===== src/hdl/mode_ctrl_defs.svh =====
// mode control serial port: offsets, encodings and timing counts
// assumes inclusion by bare name from the package and the modules
`ifndef MODE_CTRL_DEFS_SVH
`define MODE_CTRL_DEFS_SVH

// system clock period in ns (20 MHz)
`define CLK_PERIOD_NS 50
// command word width and mode field position
`define CMD_WIDTH 8
`define MODE_MSB 2
`define MODE_LSB 0
// mode codes
`define MODE_SHUTDOWN 3'h0
`define MODE_IDLE 3'h1
`define MODE_RX 3'h2
`define MODE_TX 3'h3
`define MODE_XCVR 3'h4
`define MODE_STANDBY 3'h5
// mode held after reset until the host programs one
`define MODE_RESET 3'h0
// recovery times in us
`define T_FAST_US 10
`define T_SLOW_US 40
// cycle counts, longest times round down
`define T_FAST_CYC ((`T_FAST_US * 1000) / `CLK_PERIOD_NS)
`define T_SLOW_CYC ((`T_SLOW_US * 1000) / `CLK_PERIOD_NS)
// width of the recovery counter
`define WAKE_CNT_W 10
// converter clock considered static after this many cycles without edge
`define CONV_STATIC_CYC 10'h020

`endif


===== src/hdl/mode_ctrl_pkg.sv =====
// mode control serial port: shared types
// assumes mode_ctrl_defs.svh on the include path
`include "mode_ctrl_defs.svh"

package mode_ctrl_pkg;

  // operating modes as held in the mode latch
  typedef enum logic [2:0] {
    MODE_SHUTDOWN_E = 3'h0,
    MODE_IDLE_E = 3'h1,
    MODE_RX_E = 3'h2,
    MODE_TX_E = 3'h3,
    MODE_XCVR_E = 3'h4,
    MODE_STANDBY_E = 3'h5
  } op_mode_type;

endpackage


===== src/hdl/serial_shift_in.sv =====
// serial shift-in front end: synchronises select, serial clock and data,
// shifts msb first on serial clock rise, pulses a word on select rise
// assumes pins are asynchronous to clk and sclk is far slower than clk
`timescale 1ns/1ns
`include "mode_ctrl_defs.svh"

module serial_shift_in (
  // clock and reset
  input wire logic clk,
  input wire logic rst_n,
  // serial pins
  input wire logic cs_n,
  input wire logic sclk,
  input wire logic din,
  // received command
  output logic [`CMD_WIDTH-1:0] word_r,
  output logic word_valid_r
);

  logic [1:0] cs_sync_r;
  logic [1:0] sclk_sync_r;
  logic [1:0] din_sync_r;
  logic cs_prev_r;
  logic sclk_prev_r;
  logic [`CMD_WIDTH-1:0] shift_r;
  logic [3:0] count_r;
  logic sclk_rise;
  logic cs_fall;
  logic cs_rise;

  // two-flop synchronisers, only stage one feeds stage two
  always_ff @(posedge clk) begin
    if (!rst_n) begin
      cs_sync_r <= 2'h3;
      sclk_sync_r <= 2'h0;
      din_sync_r <= 2'h0;
    end else begin
      cs_sync_r <= {cs_sync_r[0], cs_n};
      sclk_sync_r <= {sclk_sync_r[0], sclk};
      din_sync_r <= {din_sync_r[0], din};
    end
  end

  // edge history taken from the second stage only
  always_ff @(posedge clk) begin
    if (!rst_n) begin
      cs_prev_r <= 1'h1;
      sclk_prev_r <= 1'h0;
    end else begin
      cs_prev_r <= cs_sync_r[1];
      sclk_prev_r <= sclk_sync_r[1];
    end
  end

  // sclk rising edge, cs falling and rising edges
  // idle level of sclk is never looked at, only its 0-to-1 change
  assign sclk_rise = sclk_sync_r[1] && !sclk_prev_r;
  assign cs_fall = !cs_sync_r[1] && cs_prev_r;
  assign cs_rise = cs_sync_r[1] && !cs_prev_r;

  always_ff @(posedge clk) begin
    if (!rst_n) begin
      shift_r <= 8'h00;
      count_r <= 4'h0;
    end else if (cs_fall) begin
      count_r <= 4'h0;
    end else if (!cs_sync_r[1] && sclk_rise) begin
      shift_r <= {shift_r[`CMD_WIDTH-2:0], din_sync_r[1]};
      // saturate so extra bits keep the last eight
      if (count_r != 4'h8) begin
        count_r <= count_r + 4'h1;
      end
    end
  end

  always_ff @(posedge clk) begin
    if (!rst_n) begin
      word_r <= 8'h00;
      word_valid_r <= 1'h0;
    end else begin
      word_valid_r <= cs_rise && (count_r == 4'h8);
      if (cs_rise && (count_r == 4'h8)) begin
        word_r <= shift_r;
      end
    end
  end

endmodule


===== src/hdl/mode_control_serial_port.sv =====
// mode control serial port: command latch, mode decode, converter
// enables, adc output bus drive and wake-up / recovery timing
// assumes conv_clk and the serial pins are asynchronous to clk
//
// Overview of operation
// - 8-bit command, low three bits pick mode
// - serial port accepts writes in every mode
// - shutdown: reference, adcs, dacs off, bus floats
// - tx floats adc bus, rx stops dacs
// - bus re-driven starts with last converted word
// - leaving shutdown clears dac input registers
// - wake from shutdown rx/tx/xcvr 10/40/40 us
// - idle keeps reference and clock, 10 us
// - static converter clock in idle: 40 us
// - standby: adc reference only, 40 us
// - bits accepted only while select low
// - sample on serial clock rise, msb first
// - eight bits shifted in, low three move into the mode latch unless they are 6 or 7
// - serial clock idle level does not matter
// - mode acts and timing starts on select rise
// - switching among rx, tx, xcvr takes 10 us
// - shutdown or standby to xcvr takes 40 us
`timescale 1ns/1ns
`include "mode_ctrl_defs.svh"

module mode_control_serial_port (
  // system clock and reset
  input wire logic clk,
  input wire logic rst_n,
  // serial command pins
  input wire logic cs_n,
  input wire logic sclk,
  input wire logic din,
  // converter clock pin, watched for activity in idle
  input wire logic conv_clk,
  // latest converted word from the adc core
  input wire logic [7:0] adc_word,
  input wire logic adc_word_valid,
  // dac data from the pins
  input wire logic [9:0] dac_in,
  input wire logic dac_in_valid,
  // adc output bus, a data bit per pin and one shared output enable
  output logic [7:0] adc_out_bus_o,
  output logic adc_out_bus_oe,
  // power and enable controls
  output mode_ctrl_pkg::op_mode_type mode_r,
  output logic ref_on,
  output logic clk_dist_on,
  output logic adc_on,
  output logic dac_on,
  output logic conv_ready,
  output logic [9:0] dac_data_r
);

  import mode_ctrl_pkg::*;

  logic [`CMD_WIDTH-1:0] cmd_word;
  logic cmd_valid;
  logic [2:0] cmd_mode;
  logic mode_accept;
  logic [`WAKE_CNT_W-1:0] wait_cnt_r;
  logic [`WAKE_CNT_W-1:0] wait_nxt;
  logic [7:0] last_word_r;
  logic [1:0] cclk_sync_r;
  logic cclk_prev_r;
  logic [9:0] cclk_idle_r;
  logic conv_static;
  logic idle_static_r;

  ////////////////////////////////////////////////////////////////////////
  // serial front end

  // port always live
  // the shifter has no mode input, so shutdown cannot block it
  serial_shift_in u_shift (
    .clk(clk),
    .rst_n(rst_n),
    .cs_n(cs_n),
    .sclk(sclk),
    .din(din),
    .word_r(cmd_word),
    .word_valid_r(cmd_valid)
  );

  ////////////////////////////////////////////////////////////////////////
  // decode helpers

  // true for the six defined mode codes
  function automatic logic mode_defined(input logic [2:0] code);
    mode_defined = (code <= `MODE_STANDBY);
  endfunction

  // true for the three active converter modes
  function automatic logic mode_active(input logic [2:0] code);
    mode_active = (code == `MODE_RX) || (code == `MODE_TX) ||
      (code == `MODE_XCVR);
  endfunction

  // true where the adc is running and drives its bus
  function automatic logic mode_adc(input logic [2:0] code);
    mode_adc = (code == `MODE_RX) || (code == `MODE_XCVR);
  endfunction

  // true where the dacs are running
  function automatic logic mode_dac(input logic [2:0] code);
    mode_dac = (code == `MODE_TX) || (code == `MODE_XCVR);
  endfunction

  assign cmd_mode = cmd_word[`MODE_MSB:`MODE_LSB];
  assign mode_accept = cmd_valid && mode_defined(cmd_mode);

  ////////////////////////////////////////////////////////////////////////
  // mode latch

  always_ff @(posedge clk) begin
    if (!rst_n) begin
      mode_r <= MODE_SHUTDOWN_E;
    end else if (mode_accept) begin
      mode_r <= op_mode_type'(cmd_mode);
    end
  end

  ////////////////////////////////////////////////////////////////////////
  // converter clock activity, used to stretch the idle wake-up

  // two-flop synchroniser for the converter clock pin
  always_ff @(posedge clk) begin
    if (!rst_n) begin
      cclk_sync_r <= 2'h0;
      cclk_prev_r <= 1'h0;
    end else begin
      cclk_sync_r <= {cclk_sync_r[0], conv_clk};
      cclk_prev_r <= cclk_sync_r[1];
    end
  end

  // count cycles since the last converter clock change
  always_ff @(posedge clk) begin
    if (!rst_n) begin
      cclk_idle_r <= 10'h000;
    end else if (cclk_sync_r[1] != cclk_prev_r) begin
      cclk_idle_r <= 10'h000;
    end else if (!conv_static) begin
      cclk_idle_r <= cclk_idle_r + 10'h001;
    end
  end

  assign conv_static = (cclk_idle_r >= `CONV_STATIC_CYC);

  // static clock in idle
  // remembered so a brief restart before wake still costs the long time
  always_ff @(posedge clk) begin
    if (!rst_n) begin
      idle_static_r <= 1'h0;
    end else if (mode_r != MODE_IDLE_E) begin
      idle_static_r <= 1'h0;
    end else if (conv_static) begin
      idle_static_r <= 1'h1;
    end
  end

  ////////////////////////////////////////////////////////////////////////
  // wake-up and recovery interval

  // pick the interval for the pending transition
  always_comb begin
    wait_nxt = '0;
    if (mode_active(cmd_mode)) begin
      case (mode_r)
        MODE_SHUTDOWN_E: begin
          if (cmd_mode == `MODE_RX) begin
            wait_nxt = `WAKE_CNT_W'(`T_FAST_CYC);
          end else begin
            wait_nxt = `WAKE_CNT_W'(`T_SLOW_CYC);
          end
        end
        MODE_IDLE_E: begin
          if (idle_static_r || conv_static) begin
            wait_nxt = `WAKE_CNT_W'(`T_SLOW_CYC);
          end else begin
            wait_nxt = `WAKE_CNT_W'(`T_FAST_CYC);
          end
        end
        MODE_STANDBY_E: begin
          wait_nxt = `WAKE_CNT_W'(`T_SLOW_CYC);
        end
        MODE_RX_E, MODE_TX_E, MODE_XCVR_E: begin
          if (cmd_mode != 3'(mode_r)) begin
            wait_nxt = `WAKE_CNT_W'(`T_FAST_CYC);
          end
        end
        default: begin
          wait_nxt = '0;
        end
      endcase
    end
  end

  always_ff @(posedge clk) begin
    if (!rst_n) begin
      wait_cnt_r <= '0;
    end else if (mode_accept) begin
      wait_cnt_r <= wait_nxt;
    end else if (wait_cnt_r != '0) begin
      wait_cnt_r <= wait_cnt_r - `WAKE_CNT_W'(1);
    end
  end

  // converters valid once the interval has run out in an active mode
  assign conv_ready = mode_active(3'(mode_r)) && (wait_cnt_r == '0);

  ////////////////////////////////////////////////////////////////////////
  // power enables

  assign ref_on = (mode_r != MODE_SHUTDOWN_E);
  assign clk_dist_on = (mode_r != MODE_SHUTDOWN_E) &&
    (mode_r != MODE_STANDBY_E);
  assign adc_on = mode_adc(3'(mode_r));
  assign dac_on = mode_dac(3'(mode_r));

  ////////////////////////////////////////////////////////////////////////
  // adc output bus

  // hold last converted word
  // the word survives while the bus floats, so re-driving shows it first
  always_ff @(posedge clk) begin
    if (!rst_n) begin
      last_word_r <= 8'h00;
    end else if (adc_word_valid && adc_on) begin
      last_word_r <= adc_word;
    end
  end

  assign adc_out_bus_oe = adc_on;
  assign adc_out_bus_o = last_word_r;

  ////////////////////////////////////////////////////////////////////////
  // dac input register

  // lose data after shutdown
  // only loaded while dacs run; inputs are don't-care otherwise
  always_ff @(posedge clk) begin
    if (!rst_n) begin
      dac_data_r <= 10'h000;
    end else if (mode_accept && (mode_r == MODE_SHUTDOWN_E) &&
        (cmd_mode != `MODE_SHUTDOWN)) begin
      dac_data_r <= 10'h000;
    end else if (dac_on && dac_in_valid) begin
      dac_data_r <= dac_in;
    end
  end

endmodule


===== config.mk =====
export PLATFORM = sky130hd
export DESIGN_NAME = mode_control_serial_port
export DESIGN_NICKNAME = d
export VERILOG_FILES = /design/src/hdl/mode_ctrl_pkg.sv /design/src/hdl/serial_shift_in.sv /design/src/hdl/mode_control_serial_port.sv
export VERILOG_INCLUDE_DIRS = /design/src /design/src/hdl
export SDC_FILE = /design/constraint.sdc
export NUM_CORES = 1
export LEC_CHECK = 0
export BUFFER_PORTS_ARGS = -buffer_cell sky130_fd_sc_hd__buf_2
export CAP_MARGIN = 40
export CORE_MARGIN = 2
export CORE_UTILIZATION = 35
export DETAILED_ROUTE_END_ITERATION = 7
export PLACE_DENSITY = 0.63
export SYNTH_ARGS = -nofsm -noshare
export SYNTH_HDL_FRONTEND = slang
export SYNTH_HIERARCHICAL = 1
export SYNTH_SLANG_ARGS = --single-unit

===== constraint.sdc =====
create_clock -name clk -period 3.1 [get_ports clk]
set_input_delay 0.62 -clock clk [delete_from_list [all_inputs] [get_ports clk]]
set_output_delay 0.62 -clock clk [all_outputs]
set_load 0.02 [all_outputs]

==> flow_summary.toml, run 1 <==
[timing]
slew_headroom = 0.522
fin_ws_ns = 0.220
period_share = 0.929
finalSetupViolCount = 0
fmax_mhz = 347
hold_viol = 0
rsz0062_at_grt = "false"
clock_skew_ns = 0.00782
setup_tns_ns = 0
drv_slew = 0
worst_slew_pin_slew_ns = 0.707
min_period_ns = 2.88

[worst_hold_path]
min_path_type = "reg -> reg"

[global_route]
grt_pass1_vias = 1981
grt_remaining_overflow = 0
grt_pass1_wl_um = 8860
antenna_found_initial = 0
grt_max_degree = 45
grt_usage = 0.129

[finish]
layout_commonest_cell = "dfxtp_1"
diodes = 0
n_fill_cell = 752
drive_above_1_share = 0.221
fin_nets = 370
area_growth_pct = 18.9
final_cell_mix = "dfxtp_1, buf_2, nor2_1"

[clocking]
cts_resized = 0
clock-sinks = 64
cts_buffers = 9
cts_buffer_depth = 2
postCtsSetupBuffers = 0
htree_levels = 3
clk_pin_slew_ns = 0.06
cts_tree = "done"
clk_latency_ns = 0.34
cts_root_buf = "clkbuf_8"
hold_buffers = 0

[place]
dp_hpwl_um = 3630
portBuffers = 52
pre_cts_slack_ns = 0.580
place_congestion = 0.739

[yosys]
syn_avg_cell_area_um2 = 9.27
syn_area_mm2 = 0.00273
yosys_warnings = 6
syn_inst = 295
synth_fp_nets = 326

[setup_path]
critPathMaxFanout = 7
worstSetupStartpoint = "wait_cnt_r[3]"
worst_ep_arrival_time_ns = 2.26
required_ns = 2.48
critPathKind = "reg -> out"
rr_worst_depth = 4
endpoint = "conv_ready"
cp-start-kind = "register"
r2r_start = "wait_cnt_r[3]"
regToRegSetupSlack_ns = 0.96
crit_path_end_kind = "primary output"
r2r_end = "wait_cnt_r[3]"

[pwr]
ir_drop_uv = 209
p_leak_nw = 1.46
power_density_mw_per_mm2 = 491
combPwrFrac = 0.029
clockPowerShare = 0.447
p_seq_frac = 0.525
p_sw_frac = 0.206
p_int_mw = 1.27
p_sw_mw = 0.330

[die]
pin_count = 53
initial_core_util = 0.357
coreArea_mm2 = 0.00765
die_h_um = 92.4
row_count = 32
dieArea_mm2 = 0.00853
die_w_um = 92.4

[routing]
drcViolationCount = 0
wire_per_inst_um = 11.7
routed_wl_um = 5220
ant_nets = 0
dr.pass1.iters = 4
viasPerCell = 4.85
vias = 2161
drt_iter0_drc = 97

[run]
cap_viol_max_count = 0

[run_status]
outcome = "finished, final reports clean"
[metrics by stage]
step | total power [mW] | instances | util | hold WS (ns) | cell area [um2]
2_1_floorplan | 0.880 | 295 | - | 0.386 | 2730
3_3_place_gp | 0.901 | 428 | 0.397 | 0.392 | 3040
3_5_place_dp | 0.903 | 430 | 0.399 | 0.394 | 3050
4_1_cts | 1.62 | 446 | 0.425 | 0.409 | 3250
5_1_grt | 1.67 | 446 | 0.425 | 0.432 | 3250
6_report | 1.60 | 446 | 0.425 | 0.407 | 3250
[routing by layer]
metal / routed length (um) / track usage / part of all wire / vias to the layer above
li1: - / - / - / 1113
met1: 2500 / 0.158 / 0.48 / 1004
met5: 0 / 0 / 0 / -
met3: 220 / 0.0472 / 0.042 / 9
met2: 2410 / 0.205 / 0.46 / 35
met4: 87 / 0.0560 / 0.017 / 0
[worst max-delay path: stages, from the launching register on]
cell and delay, ns:
dfxtp_1 0.36, or4_1 0.64, or4b_1 0.63, nor2_1 0.13
buf_2 0.17
[power groups by stage]
| stage | Combinational [mW] | Sequential (mW) | Clock [mW] |
|---|---|---|---|
| 2_1_floorplan | 0.0261 | 0.854 | 0 |
| 3_3_place_gp | 0.0456 | 0.856 | 0 |
| 3_5_place_dp | 0.0462 | 0.856 | 0 |
| 4_1_cts | 0.0468 | 0.838 | 0.736 |
| 5_1_grt | 0.0533 | 0.838 | 0.776 |
| 6_report | 0.0459 | 0.838 | 0.713 |
[worst min path at each step]
stage	startpoint	end	slack, ns	cells after the start
floorplan	u_shift/cs_sync_r[0]	u_shift/cs_sync_r[1]	0.39	1
global placement	u_shift/cs_sync_r[0]	u_shift/cs_sync_r[1]	0.39	1
detailed placement	u_shift/cs_sync_r[0]	u_shift/cs_sync_r[1]	0.39	1
CTS	u_shift/cs_sync_r[0]	u_shift/cs_sync_r[1]	0.41	1
global route	u_shift/cs_sync_r[0]	u_shift/cs_sync_r[1]	0.43	1
finish	u_shift/cs_sync_r[0]	u_shift/cs_sync_r[1]	0.41	1
[state kept, by name, summed over array words and instances, names as in the netlist, 3 cells and up]
register         cells
adc_out_bus_o        8
u_shift/count_r      4
cclk_idle_r         10
u_shift/word_r       3
u_shift/shift_r      3
mode_r               3
wait_cnt_r          10
dac_data_r          10
[cell type report]
type	count	area (um2)	area share
well taps	102	128	0.0393
flip-flops and latches	64	1280	0.394
clock inverters	3	40.0	0.0123
multi-input cells	198	1320	0.406
repair buffers	55	280	0.0862
inverters	11	41.3	0.0127
clock buffers	13	159	0.0489
(Power assumes the default switching activity.)
==> run 2, diff against run 1 <==
Settings changed: BUFFER_PORTS_ARGS -buffer_cell sky130_fd_sc_hd__buf_2 to default, DONT_BUFFER_PORTS from default to 1, PLACE_DENSITY 0.63 to 0.58.
==> flow_summary.toml, run 2 (same netlist as run 1, synthesis figures left out) <==
[routing]
drt_iter0_drc = 81
viasPerCell = 5.08
wire_per_inst_um = 12.7
dr.pass1.iters = 4
routed_wl_um = 5010
drcViolationCount = 0
vias = 1998
ant_nets = 0

[place]
pre_cts_slack_ns = 0.492
portBuffers = 0
dp_hpwl_um = 3510
place_congestion = 0.745

[die]
coreArea_mm2 = 0.00765
row_count = 32
initial_core_util = 0.357
die_h_um = 92.4
die_w_um = 92.4
dieArea_mm2 = 0.00853
pin_count = 53

[finish]
fin_nets = 318
diodes = 0
biggestRegsByFlops = "cclk_idle_r (10), dac_data_r (10), wait_cnt_r (10)"
area_growth_pct = 9.57
drive_above_1_share = 0.0790
final_cell_mix = "dfxtp_1, nor2_1, mux2i_1"
layout_commonest_cell = "dfxtp_1"
n_fill_cell = 773

[clocking]
postCtsSetupBuffers = 0
cts_buffer_depth = 2
hold_buffers = 0
htree_levels = 3
clk_latency_ns = 0.34
clk_pin_slew_ns = 0.06
cts_resized = 0
cts_root_buf = "clkbuf_8"
cts_buffers = 9
clock-sinks = 64
cts_tree = "done"

[run_status]
outcome = "finished, final reports clean"

[timing]
fin_ws_ns = 0.161
finalSetupViolCount = 0
worst_slew_pin_slew_ns = 0.769
drv_slew = 0
rsz0062_at_grt = "false"
fmax_mhz = 340
min_period_ns = 2.94
setup_tns_ns = 0
hold_viol = 0
slew_headroom = 0.480
period_share = 0.948
clock_skew_ns = 0.00768

[setup_path]
r2r_start = "wait_cnt_r[3]"
worstSetupStartpoint = "wait_cnt_r[3]"
critPathMaxFanout = 7
worst_ep_arrival_time_ns = 2.32
critPathKind = "reg -> out"
crit_path_end_kind = "primary output"
cp-start-kind = "register"
required_ns = 2.48

[global_route]
grt_pass1_wl_um = 8650
grt_remaining_overflow = 0
grt_pass1_vias = 1809
grt_max_degree = 45
antenna_found_initial = 0
grt_usage = 0.128

[run]
cap_viol_max_count = 0

[pwr]
power_density_mw_per_mm2 = 534
p_leak_nw = 1.21
ir_drop_uv = 230

[worst_hold_path]
min_path_type = "in -> reg"
worstHoldStart = "rst_n"
-- run 2: worst paths after layout --
check | cells past startpoint | to | slack [ns]
worst max-delay path | 3 | conv_ready | 0.16
worst min-delay path | 1 | u_shift/cs_sync_r[1] | 0.38
worst max register to register | 4 | wait_cnt_r[3] | 0.96
worst min register to register | 1 | u_shift/cs_sync_r[1] | 0.41
-- run 2: layout make-up --
cell class | count | area (um2) | share of cell area
Clock buffer | 11 | 131 | 0.0439
Clock inverter | 4 | 70.1 | 0.0234
Inverter | 11 | 41.3 | 0.0138
Multi-Input combinational cell | 198 | 1320 | 0.441
Sequential cell | 64 | 1280 | 0.428
Tap cell | 102 | 128 | 0.0426
Timing Repair Buffer | 3 | 22.5 | 0.00752
-- run 2: layer usage --
layer | routed length, um | vias up | part of all wire | GRT usage
met5 | 0 | - | 0 | 0
met4 | 101 | 0 | 0.020 | 0.0560
met3 | 289 | 12 | 0.058 | 0.0537
met2 | 2380 | 36 | 0.48 | 0.189
met1 | 2240 | 939 | 0.45 | 0.162
li1 | - | 1011 | - | -
-- run 2: power breakdown --
part           switching (mW)  internal, mW  total [mW]
sequential            0.00567         0.832       0.837
clock                   0.294         0.446       0.740
combinational          0.0115        0.0125      0.0239
-- run 2: through the flow --
stage               cells  hold slack, ns  area (um2)  power [mW]   util
CTS                   393           0.346        3000        1.63  0.392
finish                393           0.382        3000        1.60  0.392
global placement      377           0.392        2790       0.880  0.364
floorplan             295           0.386        2730       0.880      -
global route          393           0.336        3000        1.67  0.392
detailed placement    378           0.393        2790       0.880  0.365
-- run 2: worst max-delay path: stages, from the launching register on --
cell and delay [ns]:
dfxtp_1 0.36, or4_1 0.64, or4b_1 0.62, nor2_1 0.37
==> run 3, diff against run 2 <==
Settings changed: CORE_UTILIZATION 35 to 67, PLACE_DENSITY 0.58 to 0.92.
==> flow_summary.toml, run 3 (same netlist as run 1, synthesis figures left out) <==
[place]
dp_hpwl_um = 3390
place_congestion = 0.822
portBuffers = 0
pre_cts_slack_ns = 0.530

[finish]
fin_nets = 318
seq_area_mm2 = 0.00128
multi_input_area_mm2 = 0.00132
final_cell_mix = "dfxtp_1, nor2_1, mux2i_1"
drive_above_1_share = 0.0822
layout_commonest_cell = "dfxtp_1"
diodes = 0
area_growth_pct = 7.09
n_fill_cell = 287
biggestRegsByFlops = "cclk_idle_r (10), dac_data_r (10), wait_cnt_r (10)"

[pwr]
p_int_mw = 1.26
ir_drop_uv = 511
p_seq_frac = 0.535
p_sw_mw = 0.308
clockPowerShare = 0.449
power_density_mw_per_mm2 = 535
p_leak_nw = 1.21
p_sw_frac = 0.197
combPwrFrac = 0.016

[worst_hold_path]
hold_depth = 1
whs_endpoint = "u_shift/cs_sync_r[0]"
worstHoldStart = "rst_n"
min_path_type = "in -> reg"

[run]
cap_viol_max_count = 0

[timing]
period_share = 0.942
whs_ns = 0.378
fmax_mhz = 342
finalSetupViolCount = 0
rsz0062_at_grt = "false"
clock_skew_ns = 0.00752
min_period_ns = 2.92
worst_slew_pin_slew_ns = 0.743
fin_ws_ns = 0.180
drv_slew = 0
slew_headroom = 0.500
hold_viol = 0
setup_tns_ns = 0

[die]
dieArea_mm2 = 0.00461
pin_count = 53
die_h_um = 67.9
coreArea_mm2 = 0.00397
initial_core_util = 0.688
row_count = 23
die_w_um = 67.9

[routing]
drt_iter0_drc = 169
vias = 1990
viasPerCell = 5.82
ant_nets = 0
wire_per_inst_um = 14.4
dr.pass1.iters = 4
routed_wl_um = 4930
drcViolationCount = 0

[setup_path]
crit_path_end_kind = "primary output"
critPathKind = "reg -> out"
r2r_end = "wait_cnt_r[3]"
r2r_start = "wait_cnt_r[3]"
worst_ep_arrival_time_ns = 2.30
regToRegSetupSlack_ns = 0.98
rr_worst_depth = 4
critPathMaxFanout = 7
required_ns = 2.48
cp-start-kind = "register"

[global_route]
antenna_found_initial = 0
grt_max_degree = 45
grt_pass1_vias = 1717
grt_pass1_wl_um = 7370
grt_remaining_overflow = 0
grt_usage = 0.215

[clocking]
cts_resized = 0
clk_latency_ns = 0.33
postCtsSetupBuffers = 0
htree_levels = 3
clk_pin_slew_ns = 0.06
cts_root_buf = "clkbuf_8"
cts_tree = "done"
cts_buffers = 9
clock-sinks = 64
hold_buffers = 0
cts_buffer_depth = 2

[run_status]
outcome = "finished, final reports clean"
## run 3: area by class of cell
type / instances / share of cell area
Clock buffer: 13 / 0.0543
Multi-Input combinational cell: 198 / 0.451
Clock inverter: 3 / 0.0137
Tap cell: 50 / 0.0214
Sequential cell: 64 / 0.438
Timing Repair Buffer: 3 / 0.00769
Inverter: 11 / 0.0141
## run 3: worst max path at each step
| stage | start | cells after the start | end |
|---|---|---|---|
| 2_1_floorplan | wait_cnt_r[3] | 4 | conv_ready |
| 3_3_place_gp | wait_cnt_r[3] | 3 | conv_ready |
| 3_5_place_dp | wait_cnt_r[3] | 3 | conv_ready |
| 4_1_cts | wait_cnt_r[3] | 3 | conv_ready |
| 5_1_grt | wait_cnt_r[3] | 3 | conv_ready |
| 6_report | wait_cnt_r[3] | 3 | conv_ready |
## run 3: layer usage
layer / up-vias / wire length (um) / share of wire / track usage
li1: 1015 / - / - / -
met1: 925 / 2170 / 0.44 / 0.247
met2: 44 / 2450 / 0.50 / 0.360
met3: 6 / 244 / 0.050 / 0.0609
met4: 0 / 63 / 0.013 / 0.120
met5: - / 0 / 0 / 0
## run 3: power by group through the flow
stage / registers (mW) / clock network, mW / logic, mW
global placement: 0.855 / 0 / 0.0235
detailed placement: 0.856 / 0 / 0.0248
global route: 0.838 / 0.752 / 0.0290
floorplan: 0.854 / 0 / 0.0261
finish: 0.838 / 0.703 / 0.0249
CTS: 0.838 / 0.717 / 0.0251
## run 3: metrics by stage
stage	cell area, um2	cells	total power, mW	utilization
3_5_place_dp	2730	326	0.881	0.687
5_1_grt	2930	342	1.62	0.737
2_1_floorplan	2730	295	0.880	-
4_1_cts	2930	342	1.58	0.737
3_3_place_gp	2730	326	0.879	0.687
6_report	2930	342	1.57	0.737
## run 3: worst max-delay path: stages, from the launching register on
cell and delay (ns):
dfxtp_1 0.36, or4_1 0.63, or4b_1 0.63, nor2_1 0.36
